### src/rtl/dse_pkg.sv
/*
  dse_pkg: shared constants of the dma sync event capture map: register
  offsets, field positions, reset values, fixed channel numbers, variants.
  Assumes an apb slave with 32-bit data and a 12-bit byte address.
*/
// How it works
// - sixty-four channels, numbered 0 to 63, each with its own latch bit.
// - each event source is hard-wired to one channel, never programmable.
// - events latch in the event latch registers even while disabled.
// - per-channel transfer priority comes from a per-channel parameter ram.
// - host-port or pci-to-core interrupt feeds channel 0.
// - first memory interface refresh timer feeds channel 3.
// - second memory interface refresh timer feeds channel 20.
// - pin events 4 to 7 feed channels 4 to 7.
// - channel 21 is reserved and its event input is never asserted.
// - viterbi and turbo events on 28 to 31 exist only in full variant.
// - cell receive feeds channel 32, cell transmit feeds channel 40.
// - base variant never asserts the pci or cell interface events.
// - every channel except reserved channel 21 may also be set by completion chaining.
package dse_pkg;

  localparam int unsigned NUM_CH = 64;
  localparam int unsigned ADDR_W = 12;

  // variants of the device
  typedef enum logic [1:0] {
    DSE_BASE,
    DSE_MID,
    DSE_FULL
  } dse_variant_e;

  // register byte offsets
  localparam logic [11:0] OFS_LATCH_LO = 12'h000;
  localparam logic [11:0] OFS_LATCH_HI = 12'h004;
  localparam logic [11:0] OFS_ENABLE_LO = 12'h008;
  localparam logic [11:0] OFS_ENABLE_HI = 12'h00c;
  localparam logic [11:0] OFS_SET_LO = 12'h010;
  localparam logic [11:0] OFS_SET_HI = 12'h014;
  localparam logic [11:0] OFS_IRQ_STATUS = 12'h018;
  localparam logic [11:0] OFS_IRQ_MASK = 12'h01c;
  localparam logic [11:0] OFS_PRIO_BASE = 12'h100;
  localparam logic [3:0] PRIO_PAGE = 4'h1;

  // interrupt status fields
  localparam int unsigned IRQ_DISPATCH_BIT = 0;
  localparam int unsigned IRQ_OVERRUN_BIT = 1;
  localparam int unsigned IRQ_W = 2;

  // reset values
  localparam logic [63:0] LATCH_RST = 64'h0;
  localparam logic [63:0] ENABLE_RST = 64'h0;
  localparam logic [1:0] IRQ_MASK_RST = 2'h0;

  // fixed channel numbers
  localparam int unsigned CH_HOST = 0;
  localparam int unsigned CH_TIMER0 = 1;
  localparam int unsigned CH_TIMER1 = 2;
  localparam int unsigned CH_MEM_A = 3;
  localparam int unsigned CH_PIN4 = 4;
  localparam int unsigned CH_GPIO0 = 8;
  localparam int unsigned CH_SER0_TX = 12;
  localparam int unsigned CH_SER0_RX = 13;
  localparam int unsigned CH_SER1_TX = 14;
  localparam int unsigned CH_SER1_RX = 15;
  localparam int unsigned CH_SER2_TX = 17;
  localparam int unsigned CH_SER2_RX = 18;
  localparam int unsigned CH_TIMER2 = 19;
  localparam int unsigned CH_MEM_B = 20;
  localparam int unsigned CH_RESERVED = 21;
  localparam int unsigned CH_VIT_RX = 28;
  localparam int unsigned CH_VIT_TX = 29;
  localparam int unsigned CH_TURBO_RX = 30;
  localparam int unsigned CH_TURBO_TX = 31;
  localparam int unsigned CH_CELL_RX = 32;
  localparam int unsigned CH_CELL_TX = 40;
  localparam int unsigned CH_GPIO8 = 48;

endpackage : dse_pkg

### src/rtl/dse_pin_sync.sv
/*
  dse_pin_sync: brings asynchronous event pins into the pclk domain and
  turns each rising edge into a one-cycle pulse.
  Assumes pins hold each level for at least two pclk periods.
*/
`timescale 1ns/100ps
module dse_pin_sync #(
  parameter int unsigned W = 16
) (
  // clock and reset
  input wire logic pclk,
  input wire logic presetn,
  // pins and pulses
  input wire logic [W-1:0] pin,
  output logic [W-1:0] rise
);

  logic [W-1:0] meta_q;
  logic [W-1:0] sync_q;
  logic [W-1:0] last_q;
  logic [W-1:0] rise_q;
  logic [W-1:0] rise_d;

  // first stage is read only by the second stage
  always_comb begin
    rise_d = sync_q & ~last_q;
  end

  always_ff @(posedge pclk or negedge presetn) begin
    if (!presetn) begin
      meta_q <= '0;
      sync_q <= '0;
      last_q <= '0;
      rise_q <= '0;
    end else begin
      meta_q <= pin;
      sync_q <= meta_q;
      last_q <= sync_q;
      rise_q <= rise_d;
    end
  end

  assign rise = rise_q;

endmodule : dse_pin_sync

### src/rtl/dse_event_capture.sv
/*
  dse_event_capture: maps the fixed synchronization events onto 64 dma
  channels, latches them, gates them by enable and hands the winning
  channel with its priority to the transfer engine. apb register slave.
  Assumes same-clock peripheral events are one-cycle pulses and that
  the transfer engine answers xfer_req_valid with xfer_req_ready.
*/
// Local design decisions: the APB slave port and the address map.
`timescale 1ns/100ps
module dse_event_capture
  import dse_pkg::*;
#(
  parameter dse_variant_e VARIANT = DSE_FULL,
  parameter int unsigned PRIO_W = 2,
  parameter int unsigned CHANNELS = NUM_CH
) (
  // clock and reset
  input wire logic pclk,
  input wire logic presetn,
  // apb slave
  input wire logic psel,
  input wire logic penable,
  input wire logic pwrite,
  input wire logic [ADDR_W-1:0] paddr,
  input wire logic [31:0] pwdata,
  output logic [31:0] prdata,
  output logic pready,
  output logic pslverr,
  // same-clock peripheral events
  input wire logic host_port_event,
  input wire logic pci_event,
  input wire logic timer0_event,
  input wire logic timer1_event,
  input wire logic timer2_event,
  input wire logic mem_a_refresh_event,
  input wire logic mem_b_refresh_event,
  input wire logic serial0_tx_event,
  input wire logic serial0_rx_event,
  input wire logic serial1_tx_event,
  input wire logic serial1_rx_event,
  input wire logic serial2_tx_event,
  input wire logic serial2_rx_event,
  input wire logic viterbi_rx_event,
  input wire logic viterbi_tx_event,
  input wire logic turbo_rx_event,
  input wire logic turbo_tx_event,
  input wire logic cell_rx_event,
  input wire logic cell_tx_event,
  // asynchronous event pins
  input wire logic [3:0] gpio_lo_pin,
  input wire logic [3:0] pin_event_pin,
  input wire logic [7:0] gpio_hi_pin,
  // completion chaining from the transfer engine
  input wire logic chain_valid,
  input wire logic [5:0] chain_channel,
  // request to the transfer engine
  output logic xfer_req_valid,
  output logic [5:0] xfer_req_channel,
  output logic [PRIO_W-1:0] xfer_req_priority,
  input wire logic xfer_req_ready,
  // interrupt
  output logic irq
);

  ////////////////////////////////////////////////////////////////////////
  // elaboration checks

  // the event map is fixed to exactly this many channels
  if (CHANNELS != NUM_CH) begin : g_bad_channels
    $error("dse_event_capture: CHANNELS must be 64");
  end
  if (PRIO_W < 1 || PRIO_W > 8) begin : g_bad_prio
    $error("dse_event_capture: PRIO_W must be 1 to 8");
  end

  ////////////////////////////////////////////////////////////////////////
  // pin synchronisation

  logic [15:0] pin_rise;

  dse_pin_sync #(
    .W(16)
  ) u_pin_sync (
    .pclk(pclk),
    .presetn(presetn),
    .pin({gpio_hi_pin, pin_event_pin, gpio_lo_pin}),
    .rise(pin_rise)
  );

  ////////////////////////////////////////////////////////////////////////
  // fixed event map

  localparam bit HAS_CELL = (VARIANT != DSE_BASE);
  localparam bit HAS_PCI = (VARIANT != DSE_BASE);
  localparam bit HAS_CODEC = (VARIANT == DSE_FULL);

  logic [63:0] hw_event;

  always_comb begin
    // unlisted channels, 16, 21, 22-27, 33-39, 41-47, 56-63, stay zero
    hw_event = '0;
    hw_event[CH_HOST] = host_port_event | (HAS_PCI & pci_event);
    hw_event[CH_TIMER0] = timer0_event;
    hw_event[CH_TIMER1] = timer1_event;
    hw_event[CH_MEM_A] = mem_a_refresh_event;
    hw_event[CH_PIN4 +: 4] = pin_rise[7:4];
    hw_event[CH_GPIO0 +: 4] = pin_rise[3:0];
    hw_event[CH_SER0_TX] = serial0_tx_event;
    hw_event[CH_SER0_RX] = serial0_rx_event;
    hw_event[CH_SER1_TX] = serial1_tx_event;
    hw_event[CH_SER1_RX] = serial1_rx_event;
    hw_event[CH_SER2_TX] = serial2_tx_event;
    hw_event[CH_SER2_RX] = serial2_rx_event;
    hw_event[CH_TIMER2] = timer2_event;
    hw_event[CH_MEM_B] = mem_b_refresh_event;
    hw_event[CH_RESERVED] = 1'b0;
    hw_event[CH_VIT_RX] = HAS_CODEC & viterbi_rx_event;
    hw_event[CH_VIT_TX] = HAS_CODEC & viterbi_tx_event;
    hw_event[CH_TURBO_RX] = HAS_CODEC & turbo_rx_event;
    hw_event[CH_TURBO_TX] = HAS_CODEC & turbo_tx_event;
    hw_event[CH_CELL_RX] = HAS_CELL & cell_rx_event;
    hw_event[CH_CELL_TX] = HAS_CELL & cell_tx_event;
    hw_event[CH_GPIO8 +: 8] = pin_rise[15:8];
  end

  ////////////////////////////////////////////////////////////////////////
  // apb decode

  logic wr_acc;
  logic setup;

  assign setup = psel & ~penable;
  // writes land only at the edge the master samples pready high
  assign wr_acc = psel & penable & pwrite & pready;

  function automatic logic is_prio(input logic [ADDR_W-1:0] a);
    return a[11:8] == PRIO_PAGE;
  endfunction : is_prio

  function automatic logic hit(input logic [ADDR_W-1:0] a, input logic [11:0] ofs);
    return wr_acc && a == ofs;
  endfunction : hit

  function automatic logic [63:0] word_lo(input logic [31:0] d);
    return {32'h0, d};
  endfunction : word_lo

  function automatic logic [63:0] word_hi(input logic [31:0] d);
    return {d, 32'h0};
  endfunction : word_hi

  ////////////////////////////////////////////////////////////////////////
  // priority parameter ram

  logic [PRIO_W-1:0] prio_q [NUM_CH];
  logic [PRIO_W-1:0] prio_d [NUM_CH];

  always_comb begin
    prio_d = prio_q;
    if (wr_acc && is_prio(paddr)) begin
      prio_d[paddr[7:2]] = pwdata[PRIO_W-1:0];
    end
  end

  always_ff @(posedge pclk or negedge presetn) begin
    if (!presetn) begin
      for (int i = 0; i < NUM_CH; i++) begin
        prio_q[i] <= '0;
      end
    end else begin
      prio_q <= prio_d;
    end
  end

  ////////////////////////////////////////////////////////////////////////
  // arbitration: lowest priority value wins, then lowest channel

  logic [63:0] latch_q;
  logic [63:0] enable_q;
  logic [63:0] ready_ch;
  logic found;
  logic [5:0] best_ch;
  logic [PRIO_W-1:0] best_prio;

  assign ready_ch = latch_q & enable_q;

  always_comb begin
    found = 1'b0;
    best_ch = '0;
    best_prio = '0;
    for (int i = 0; i < NUM_CH; i++) begin
      if (ready_ch[i] && (!found || prio_q[i] < best_prio)) begin
        found = 1'b1;
        best_ch = 6'(i);
        best_prio = prio_q[i];
      end
    end
  end

  ////////////////////////////////////////////////////////////////////////
  // event latch, enable, dispatch and interrupt state

  logic [63:0] latch_d;
  logic [63:0] enable_d;
  logic [63:0] set_mask;
  logic [63:0] clr_mask;
  logic [63:0] chain_mask;
  logic valid_q;
  logic valid_d;
  logic [5:0] chan_q;
  logic [5:0] chan_d;
  logic [PRIO_W-1:0] rprio_q;
  logic [PRIO_W-1:0] rprio_d;
  logic load;
  logic [IRQ_W-1:0] status_q;
  logic [IRQ_W-1:0] status_d;
  logic [IRQ_W-1:0] mask_q;
  logic [IRQ_W-1:0] mask_d;
  logic [IRQ_W-1:0] ev_irq;
  logic irq_q;
  logic irq_d;

  // the holding stage refills as soon as it empties
  assign load = found && (!valid_q || xfer_req_ready);

  always_comb begin
    chain_mask = '0;
    if (chain_valid) begin
      chain_mask[chain_channel] = 1'b1;
    end
    set_mask = hw_event | chain_mask;
    if (hit(paddr, OFS_SET_LO)) begin
      set_mask = set_mask | word_lo(pwdata);
    end
    if (hit(paddr, OFS_SET_HI)) begin
      set_mask = set_mask | word_hi(pwdata);
    end
    set_mask[CH_RESERVED] = 1'b0;
    clr_mask = '0;
    if (hit(paddr, OFS_LATCH_LO)) begin
      clr_mask = clr_mask | word_lo(pwdata);
    end
    if (hit(paddr, OFS_LATCH_HI)) begin
      clr_mask = clr_mask | word_hi(pwdata);
    end
    if (load) begin
      clr_mask[best_ch] = 1'b1;
    end
    // a new event in the clearing cycle survives
    latch_d = (latch_q & ~clr_mask) | set_mask;

    enable_d = enable_q;
    if (hit(paddr, OFS_ENABLE_LO)) begin
      enable_d[31:0] = pwdata;
    end
    if (hit(paddr, OFS_ENABLE_HI)) begin
      enable_d[63:32] = pwdata;
    end

    valid_d = valid_q;
    chan_d = chan_q;
    rprio_d = rprio_q;
    if (valid_q && xfer_req_ready) begin
      valid_d = 1'b0;
    end
    if (load) begin
      valid_d = 1'b1;
      chan_d = best_ch;
      rprio_d = best_prio;
    end

    ev_irq = '0;
    ev_irq[IRQ_DISPATCH_BIT] = load;
    ev_irq[IRQ_OVERRUN_BIT] = |(set_mask & latch_q & ~clr_mask);
    status_d = status_q;
    if (hit(paddr, OFS_IRQ_STATUS)) begin
      status_d = status_q & ~pwdata[IRQ_W-1:0];
    end
    status_d = status_d | ev_irq;
    mask_d = mask_q;
    if (hit(paddr, OFS_IRQ_MASK)) begin
      mask_d = pwdata[IRQ_W-1:0];
    end
    irq_d = |(status_d & mask_d);
  end

  always_ff @(posedge pclk or negedge presetn) begin
    if (!presetn) begin
      latch_q <= LATCH_RST;
      enable_q <= ENABLE_RST;
      valid_q <= 1'b0;
      chan_q <= '0;
      rprio_q <= '0;
      status_q <= '0;
      mask_q <= IRQ_MASK_RST;
      irq_q <= 1'b0;
    end else begin
      latch_q <= latch_d;
      enable_q <= enable_d;
      valid_q <= valid_d;
      chan_q <= chan_d;
      rprio_q <= rprio_d;
      status_q <= status_d;
      mask_q <= mask_d;
      irq_q <= irq_d;
    end
  end

  ////////////////////////////////////////////////////////////////////////
  // apb answer: one wait-free access phase after each setup

  logic pready_q;
  logic pready_d;
  logic pslverr_q;
  logic pslverr_d;
  logic [31:0] prdata_q;
  logic [31:0] prdata_d;

  always_comb begin
    pready_d = setup;
    pslverr_d = 1'b0;
    prdata_d = '0;
    if (setup) begin
      if (is_prio(paddr)) begin
        prdata_d = 32'(prio_q[paddr[7:2]]);
      end else begin
        unique case (paddr)
          OFS_LATCH_LO: prdata_d = latch_q[31:0];
          OFS_LATCH_HI: prdata_d = latch_q[63:32];
          OFS_ENABLE_LO: prdata_d = enable_q[31:0];
          OFS_ENABLE_HI: prdata_d = enable_q[63:32];
          OFS_SET_LO: prdata_d = '0;
          OFS_SET_HI: prdata_d = '0;
          OFS_IRQ_STATUS: prdata_d = 32'(status_q);
          OFS_IRQ_MASK: prdata_d = 32'(mask_q);
          default: pslverr_d = 1'b1;
        endcase
      end
      if (paddr[1:0] != 2'h0) begin
        pslverr_d = 1'b1;
        prdata_d = '0;
      end
    end
  end

  always_ff @(posedge pclk or negedge presetn) begin
    if (!presetn) begin
      pready_q <= 1'b0;
      pslverr_q <= 1'b0;
      prdata_q <= '0;
    end else begin
      pready_q <= pready_d;
      pslverr_q <= pslverr_d;
      prdata_q <= prdata_d;
    end
  end

  ////////////////////////////////////////////////////////////////////////
  // outputs

  assign prdata = prdata_q;
  assign pready = pready_q;
  assign pslverr = pslverr_q;
  assign xfer_req_valid = valid_q;
  assign xfer_req_channel = chan_q;
  assign xfer_req_priority = rprio_q;
  assign irq = irq_q;

endmodule : dse_event_capture

### config.mk
export PLATFORM = sky130hd
export DESIGN_NAME = dse_event_capture
export DESIGN_NICKNAME = d
export VERILOG_FILES = /design/src/rtl/dse_pkg.sv /design/src/rtl/dse_pin_sync.sv /design/src/rtl/dse_event_capture.sv
export SDC_FILE = /design/constraint.sdc
export NUM_CORES = 1
export LEC_CHECK = 0
export ABC_AREA = 1
export BUFFER_PORTS_ARGS = -buffer_cell sky130_fd_sc_hd__buf_2
export CAP_MARGIN = 20
export CORE_MARGIN = 2
export CORE_UTILIZATION = 55
export CTS_CLUSTER_DIAMETER = 200
export DETAILED_ROUTE_END_ITERATION = 8
export PLACE_DENSITY = 0.75
export SYNTH_ARGS = -nofsm -noshare
export SYNTH_HDL_FRONTEND = slang
export SYNTH_SLANG_ARGS = --single-unit
export TNS_END_PERCENT = 50
### constraint.sdc
create_clock -name pclk -period 34.6 [get_ports pclk]
set_input_delay 6.92 -clock pclk [delete_from_list [all_inputs] [get_ports pclk]]
set_output_delay 6.92 -clock pclk [all_outputs]
set_load 0.01 [all_outputs]
# After elaboration in Yosys (flattened, before gate mapping)
# Cells that the tools add are included.
# word_totals
reg_bits	368
latch_bits	0
mem_bits_rw	0
rom_bits	0
inputBits	92
out_inout_bits	44
memories	0
# classes
n_addsub	0
n_mul	0
div	0
magnitude_cmp	69
eq_ne	8
shift	0
mux	219
bitwise	24
reduce_logical	211
# op_table
op	n
$mux W6	62
$mux W64	5
$and A64 B64 Y64	4
$or A64 B64 Y64	3
$pmux W32 S6	1
$mux W2	69
$bwmux W128	1
$mux W32	4
$lt A2 B2 Y1	63
$logic_and A1 B1 Y1	77
$mux W1	73
$logic_not A1 Y1	64
$logic_or A1 B1 Y1	64
$not A64 Y64	1
$or A32 B64 Y64	1
$or A56 B64 Y64	1
$or A64 B32 Y64	1
$reduce_or A64 Y1	1
$eq A12 B5 Y1 const B	4
$eq A12 B4 Y1 const B	2
$and A16 B16 Y16	1
$not A16 Y16	1
$lt A6 B7 Y1 const B	2
$bmux W2 S6	1
18 further kinds	25

# Logic depth before layout (Yosys ltp)
# Gate-level depths: netlist of the first run.
# depth
word_depth	266
ltp_mapped	402

# Modules after synthesis
# Synthesis of the first run repeated with hierarchy kept, for this count alone.
# hier_totals
cells_unflattened	3548
hier_area_um2	23580.1
# by_module_without_submodules
mod	n_inst	cells_each	area_each_um2
dse_event_capture	1	3452	21818.4
dse_pin_sync	1	96	1761.7

# Least setup slack after synthesis of the first run
# No wires, ideal clock.
# synth_timing
path_type	reg-to-reg
from	reg latch_q[0]
to	reg irq_q (netlist: irq)
arrival_ps	29337
required_time_ps	34484
path_slack_ps	5146
stages_incl_launch_ff	398
path_buffers	1
path_cell_list	dfrtp_1 nand2_1 nor2_1 inv_1 ha_1 nand2_1 nand2_1 nand2_2 nand2_2 o21ai_0 ha_1 nand2_1 nand2_1 nand2_2 nand2_2 o21ai_0 ha_1 nand2_1 (+362 left out) nand2_1 nand2_1 nand2_2 nand2_4 buf_8 nand4_2 nor2_2 nand2_1 nand3_1 nand2_1 inv_2 nand2_1 nor2_1 nand2_1 nor2_1 nand2_1 nand2_1 nand2_1
# synth_between
elab_chain_cells	266
# synth_lines
item	line	rtl
start, declared	dse_event_capture.sv:178	logic [63:0] latch_q;
start signal, assigned	dse_event_capture.sv:298	latch_q <= latch_d;
$and A64 B64 Y64	dse_event_capture.sv:185	assign ready_ch = latch_q & enable_q;
$mux W2 or $mux W1 (tied branches)	dse_event_capture.sv:192	if (ready_ch[i] && (!found || prio_q[i] < best_prio)) begin
$lt A2 B2 Y1 or $logic_not A1 Y1 (tied branches)	dse_event_capture.sv:192	
$logic_or A1 B1 Y1	dse_event_capture.sv:192	
$logic_and A1 B1 Y1	dse_event_capture.sv:192	
$mux W2 or $mux W1 (tied branches)	dse_event_capture.sv:192	
$lt A2 B2 Y1 or $logic_not A1 Y1 (tied branches)	dse_event_capture.sv:192	
$logic_or A1 B1 Y1	dse_event_capture.sv:192	
(+252 left out)	n/a	
$not A64 Y64	dse_event_capture.sv:274	ev_irq[IRQ_OVERRUN_BIT] = |(set_mask & latch_q & ~clr_mask);
$and A64 B64 Y64 (*)	dse_event_capture.sv:274	
$reduce_or A64 Y1 (*)	dse_event_capture.sv:274	
$or A2 B2 Y2 (*)	dse_event_capture.sv:279	status_d = status_d | ev_irq;
net status_d[1]	dse_event_capture.sv:216	logic [IRQ_W-1:0] status_d;
$and A2 B2 Y2 (*)	dse_event_capture.sv:284	irq_d = |(status_d & mask_d);
$reduce_or A2 Y1 (*)	dse_event_capture.sv:284	
net irq_d	dse_event_capture.sv:221	logic irq_d;
end signal, assigned	dse_event_capture.sv:305	irq_q <= irq_d;
end, declared	dse_event_capture.sv:220	logic irq_q;
# Mark *: on every way through the listed nets, which the timed path passes. The rest lies on a longest branch.
# A chain may end at the register's enable or synchronous reset.

# Worst setup path after layout of the first run
# Same ends and word-level chain as after synthesis.

==> results.toml, run 1 <==
[worst_setup_path]
arrival_ns = 34.99
worstSetupEndpointType = "register"
timing.rr.end = "irq"
cp_common_cell = "nand2_2"
rr_startpoint = "latch_q[0]"
critical_path_required_ns = 35.08
crit_family = "simple AND/OR/NAND/NOR gates"
endpoint = "irq"
worst-path-max-fanout = 6
cp.buffers_inverters = 18
r2r_cells = 396
startpoint_type = "register"
slowest_stage = "dfrtp_1"
reg2reg_slack_ns = 0.09
critical-path-max-stage-delay_ns = 0.44
startpoint = "latch_q[0]"
path_depth = 396
path_class = "register to register"

[clock_network]
htreeDepth = 2
clk_path_buf_depth = 3
cts_inserted_buffers = 41
cts.sinks = 368
cts.clk_slew.worst_paths_ns = 0.06
cts_root_buf = "clkbuf_16"
tritoncts = "done"
clk_latency_ns = 0.58
postCtsHoldBufs = 0

[routing]
drcViolationCount = 0
drtAntennaViolNets = 0
wl_met1_mm = 33.5
wl_met2_mm = 37.4
top_layer_used = "met5"
wl_per_cell_um = 19.2
dr.first_iter.drc_count = 3252
vias_per_cell = 5.80
num_vias = 25500
dr.pass1.iters = 6
drt-total-wl_mm = 84.4
routed-wl-met3_mm = 8.66

[place]
io_buffer_count = 135
gp_congestion = 0.983
place_hpwl_mm = 56.5
dp_cells = 4139

[timing]
worst_clock_skew_ns = 0.0242
hold_viol = 0
drv_slew = 0
fin_crit_ns = 34.51
fmax_mhz = 29.0
rsz0062_at_grt = "true"
relSlewSlack = 0.191
fin_crit_sh = 0.997
tightest_slew_ns = 1.21
setup_viol = 0

[synth]
syn_nets = 3610
ys_seq_area_frac = 0.391
synth_top_area_cell = "dfrtp_1"
synth_cell_types = 49
synth.area.top_cells = "dfrtp_1, nand2_1, inv_1, nand3_1, o21ai_0"
yosysWarnings = 0
syn_inst = 3511
syn_area_per_cell_sq_um = 6.71
synth_top_area_share = 0.391
syn_area_sq_um = 23500
synth-main-ff-cell = "dfrtp_1"
synth_edf_count = 0
async_reset_ff_frac = 1.00
synth_seq_cells = 368
synthTopCellsByCount = "nand2_1, inv_1, nand3_1, dfrtp_1, o21ai_0"
synth.most_common_cell = "nand2_1"

[floorplan]
boundaryPins = 136
rows = 75
start_util = 0.559
dieArea_sq_um = 44500
core_sq_um = 42100
die_h_um = 211
die_w_um = 211

[global_route]
grtUsageTotal = 0.356
grt_max_degree = 95
grt_pass1_vias = 21900
grt-ovfl-total = 0
grt_pass1_wl_mm = 122
antenna_found_initial = 2

[status]
outcome = "complete, no violations"

[power_and_ir_drop]
pwr-share-clk = 0.487
pwr-share-comb = 0.076
switchingPower_mw = 0.254
power_density_nw_per_um2 = 35.4
ir_drop_mv = 0.0469
p_int_mw = 0.777
swShare = 0.247
finalPower_mw = 1.03
leakage_nw = 14.5
power_frac_seq = 0.437

[finish]
fin_cells = 4389
fillCellCount = 3566
fin_nets = 3913
layout-drive-gt1-share = 0.217
syn2layout_area_growth_pct = 23.9

[min_path]
min_path_type = "register to register"

[run]
maxCapViolCount = 0
repair_timing:
item | CTS | global route
pin swaps | 0 | 238
cloned | 0 | 2
resized for setup | 3 | 375
endpoints found under the setup margin | 2 | 74
buffers inserted | 0 | 168
cells in the final DEF, fill, tap and decap left out, drive strengths merged, types with 14 or more instances in the layout:
cell,Yosys,routed
nand2,1265,1267
inv,550,551
nand3,377,377
dfrtp,368,368
buf,2,330
o21ai,255,255
nor2,226,226
a21oi,73,73
o22ai,63,63
a21o,59,59
clkbuf,68,52
nor3,36,36
a41oi,31,31
a21boi,25,25
nand4,22,22
clkinv,6,14
state kept, by name (all words and copies together), names as in the netlist:
signal             cells
status_q               2
u_pin_sync.rise       16
xfer_req_priority      2
mask_q                 2
latch_q               64
pready                 1
xfer_req_channel       6
u_pin_sync.last_q     16
u_pin_sync.sync_q     16
u_pin_sync.meta_q     16
prdata                32
pslverr                1
enable_q              64
prio_q               128
irq                    1
xfer_req_valid         1
kinds of logic after synthesis:
logic type / Yosys count / synth area share
AO/OA/AOI/OAI: 572 / 0.147
adder cells (fa/ha/maj): 7 / 0.00372
buffers and inverters: 628 / 0.101
flip-flops: 368 / 0.391
AND/OR/NAND/NOR: 1936 / 0.357
stage by stage:
stage / cell area, sq um / hold slack, ns / worst slack [ns] / TNS [ns] / utilization
2_1_floorplan: 23500 / 0.331 / 5.15 / 0 / -
3_3_place_gp: 24800 / 0.333 / 0.728 / 0 / 0.589
3_5_place_dp: 24800 / 0.337 / 0.153 / 0 / 0.589
4_1_cts: 26400 / 0.349 / 0.0240 / 0 / 0.626
5_1_grt: 29200 / 0.355 / -2.97 / -161.35 / 0.692
6_report: 29200 / 0.347 / 0.0869 / 0 / 0.692
worst min-delay path by stage:
stage                                from  cells after the start               endpoint  slack (ns)
floorplan            u_pin_sync.meta_q[0]                      0   u_pin_sync.sync_q[0]        0.33
global placement    u_pin_sync.meta_q[13]                      0  u_pin_sync.sync_q[13]        0.33
detailed placement   u_pin_sync.meta_q[9]                      0   u_pin_sync.sync_q[9]        0.34
CTS                  u_pin_sync.meta_q[4]                      0   u_pin_sync.sync_q[4]        0.35
global route        u_pin_sync.meta_q[14]                      0  u_pin_sync.sync_q[14]        0.35
finish               u_pin_sync.meta_q[4]                      0   u_pin_sync.sync_q[4]        0.35
layout make-up:
type                       instances  area, sq um  share of cell area
antenna                            3         7.51            0.000257
clock buffer                      52         1140              0.0390
clock inverter                    24          417              0.0143
inverter                         556         2090              0.0716
multi-input combinational       2517        13300               0.454
sequential                       368         9210               0.316
tap                              539          674              0.0231
timing repair buffer             330         2380              0.0816
per-layer routing:
metal	vias to the layer above	global-route usage
met2	1379	0.544
met3	311	0.0635
li1	11900	-
met5	-	0
met4	2	0.176
met1	11900	0.488
power by group through the flow:
stage	Clock (mW)	Combinational (mW)	Sequential, mW
2_1_floorplan	0	0.0370	0.457
3_3_place_gp	0	0.0722	0.458
3_5_place_dp	0	0.0724	0.458
4_1_cts	0.505	0.0729	0.451
5_1_grt	0.523	0.0848	0.452
6_report	0.502	0.0782	0.451
Power figures use the tool's default switching activity.
==> run 2, diff against run 1 <==
--- a/config.mk
+++ b/config.mk
@@ -12,6 +12,7 @@
 export CORE_UTILIZATION = 55
 export CTS_CLUSTER_DIAMETER = 200
 export DETAILED_ROUTE_END_ITERATION = 8
+export GPL_TIMING_DRIVEN = 0
 export PLACE_DENSITY = 0.75
 export SYNTH_ARGS = -nofsm -noshare
 export SYNTH_HDL_FRONTEND = slang
==> run 2 against run 1 <==
The run now ends with setup timing left. Hold slack worse by 0.0023 ns. Clock power decreased by 11%. Flip-flop and latch count is the same. First-iteration DRC count shrank 12%. Critical path depth increased by 1. Wire length grew 2.9%. Non-clock buffer count increased by 46. Cell count grew 0.93%. Count of clock-buffer cells in the layout up 4. Fmax fell by 1.1%. Critical endpoint unchanged. Largest power group is now sequential cells.
==> results.toml, run 2 (synthesis gave the netlist of run 1 again) <==
[place]
place_ws_ns = -0.250
io_buffer_count = 133
dp_cells = 4186
place_hpwl_mm = 62.5
gp_congestion = 1.04

[routing]
num_vias = 25800
vias_per_cell = 5.82
dr.pass1.iters = 7
wl_per_cell_um = 19.6
drtAntennaViolNets = 0
drt-total-wl_mm = 86.9
dr.first_iter.drc_count = 2875
drcViolationCount = 0

[worst_setup_path]
path_class = "register to register"
worst-path-max-fanout = 7
slowest_stage = "dfrtp_2"
arrival_ns = 35.36
timing.rr.end = "irq"
cp_common_cell = "nand2_2"
crit_family = "simple AND/OR/NAND/NOR gates"
reg2reg_slack_ns = -0.29
critical-path-max-stage-delay_ns = 0.43
startpoint_type = "register"
cp.buffers_inverters = 13
critical_path_required_ns = 35.07
rr_startpoint = "latch_q[0]"
worstSetupEndpointType = "register"
r2r_cells = 397

[min_path]
whs_path_depth = 0
hold_end = "u_pin_sync.sync_q[15]"
min_path_type = "register to register"
hold_start = "u_pin_sync.meta_q[15]"

[clock_network]
clk_latency_ns = 0.61
cts.clk_slew.worst_paths_ns = 0.07
tritoncts = "done"
htreeDepth = 2
clk_path_buf_depth = 3
cts_root_buf = "clkbuf_16"
cts.sinks = 368
cts_inserted_buffers = 41

[timing]
setup_viol = 2
worst_clock_skew_ns = 0.0293
fin_setup_tns_ns = -0.415
setup_slack_ns = -0.285
tightest_slew_ns = 1.34
hold_viol = 0
fin_crit_ns = 34.89
relSlewSlack = 0.0985
fin_crit_sh = 1.01
rsz0062_at_grt = "true"
drv_slew = 0
whs_ns = 0.345
fmax_mhz = 28.7

[finish]
syn2layout_area_growth_pct = 23.8
largest-register = "prio_q"
layout-drive-gt1-share = 0.210
fin_nets = 3957
fin_cells = 4430
fillCellCount = 3540
seq_area_sq_um = 9210
largest_reg_flops = 128
antenna_cells = 0
reg_top3 = "prio_q: 128 flops, enable_q: 64 flops, latch_q: 64 flops"
layout_commonest_cell = "nand2_1"
final_cell_mix = "nand2_1, inv_1, dfrtp_1, nand3_1, o21ai_0"
multi_input_area_sq_um = 13200

[global_route]
grtUsageTotal = 0.371
gr-usage-met2 = 0.568
grtUsageMet3 = 0.0636
grt_pass1_wl_mm = 126
grt_max_degree = 121
grt_pass1_vias = 22500
grtUsageMet1 = 0.503
grt-ovfl-total = 0
antenna_found_initial = 1
top_usage_layer = "met2"

[floorplan]
rows = 75
die_w_um = 211
boundaryPins = 136
core_sq_um = 42100
die_h_um = 211
start_util = 0.559
dieArea_sq_um = 44500

[status]
failed_checks = "setup timing"
outcome = "complete, but fails checks"

[power_and_ir_drop]
ir_drop_mv = 0.0419
power_density_nw_per_um2 = 33.6
leakage_nw = 14.4

[run]
maxCapViolCount = 0
run 2: cell count changes in the layout (fill, tap and decap cells not counted), moves of 6 or more:
cell,change
buf_4,-26
bufinv_16,-8
clkbuf_1,+70
clkinv_2,+6
nand2_1,+7
nand2_2,-13
nand2_4,+8
nor2_1,-13
nor2_2,+13
run 2: report_power, final:
group | internal, mW | switching [mW]
combinational | 0.0253 | 0.0543
sequential | 0.442 | 0.00986
clock | 0.256 | 0.193
run 2: final cells by class:
cell class,count,share of cell area
clock buffers,56,0.0402
flip-flops and latches,368,0.316
well taps,539,0.0231
multi-input cells,2515,0.454
repair buffers,304,0.0770
clock inverters,20,0.00747
plain buffers,72,0.0106
inverters,556,0.0717
run 2: worst max-delay path by stage:
stage | start | to | slack, ns | depth (start not counted)
after detailed placement | latch_q[0] | irq | -0.25 | 397
after global placement | latch_q[0] | irq | -0.27 | 397
after global routing | latch_q[0] | irq | -3.40 | 399
after CTS | latch_q[0] | irq | 0.06 | 396
final | latch_q[0] | irq | -0.29 | 397
after floorplan | latch_q[0] | irq | 5.15 | 397
run 2: layer usage:
layer	vias to the layer above	wire length, um
met5	-	0
met4	0	5560
met3	344	8620
met2	1473	38500
met1	12000	34300
li1	12000	-
run 2: worst reg2reg max path: cells and delay by family, from the launching register on:
family | cells | cell delay, ns
buffers and inverters | 13 | 1.28
adder cells (fa/ha/maj) | 7 | 1.81
flip-flops | 1 | 0.43
AND/OR/NAND/NOR | 371 | 30.52
AO/OA/AOI/OAI | 6 | 0.66
run 2: stage by stage:
| step | area, sq um | total power [mW] | utilization |
|---|---|---|---|
| global placement | 24900 | 0.531 | 0.591 |
| CTS | 26500 | 0.976 | 0.629 |
| detailed placement | 25000 | 0.533 | 0.593 |
| floorplan | 23500 | 0.494 | - |
| finish | 29200 | 0.981 | 0.692 |
| global route | 29200 | 1.01 | 0.692 |
run 2: what timing repair did:
| item | CTS | global route |
|---|---|---|
| gates resized for setup | 10 | 385 |
| setup endpoints to repair | 2 | 74 |
| setup buffers | 5 | 161 |
| gates cloned | 0 | 1 |
| pin swaps | 5 | 289 |
| hold buffers | 0 | 0 |
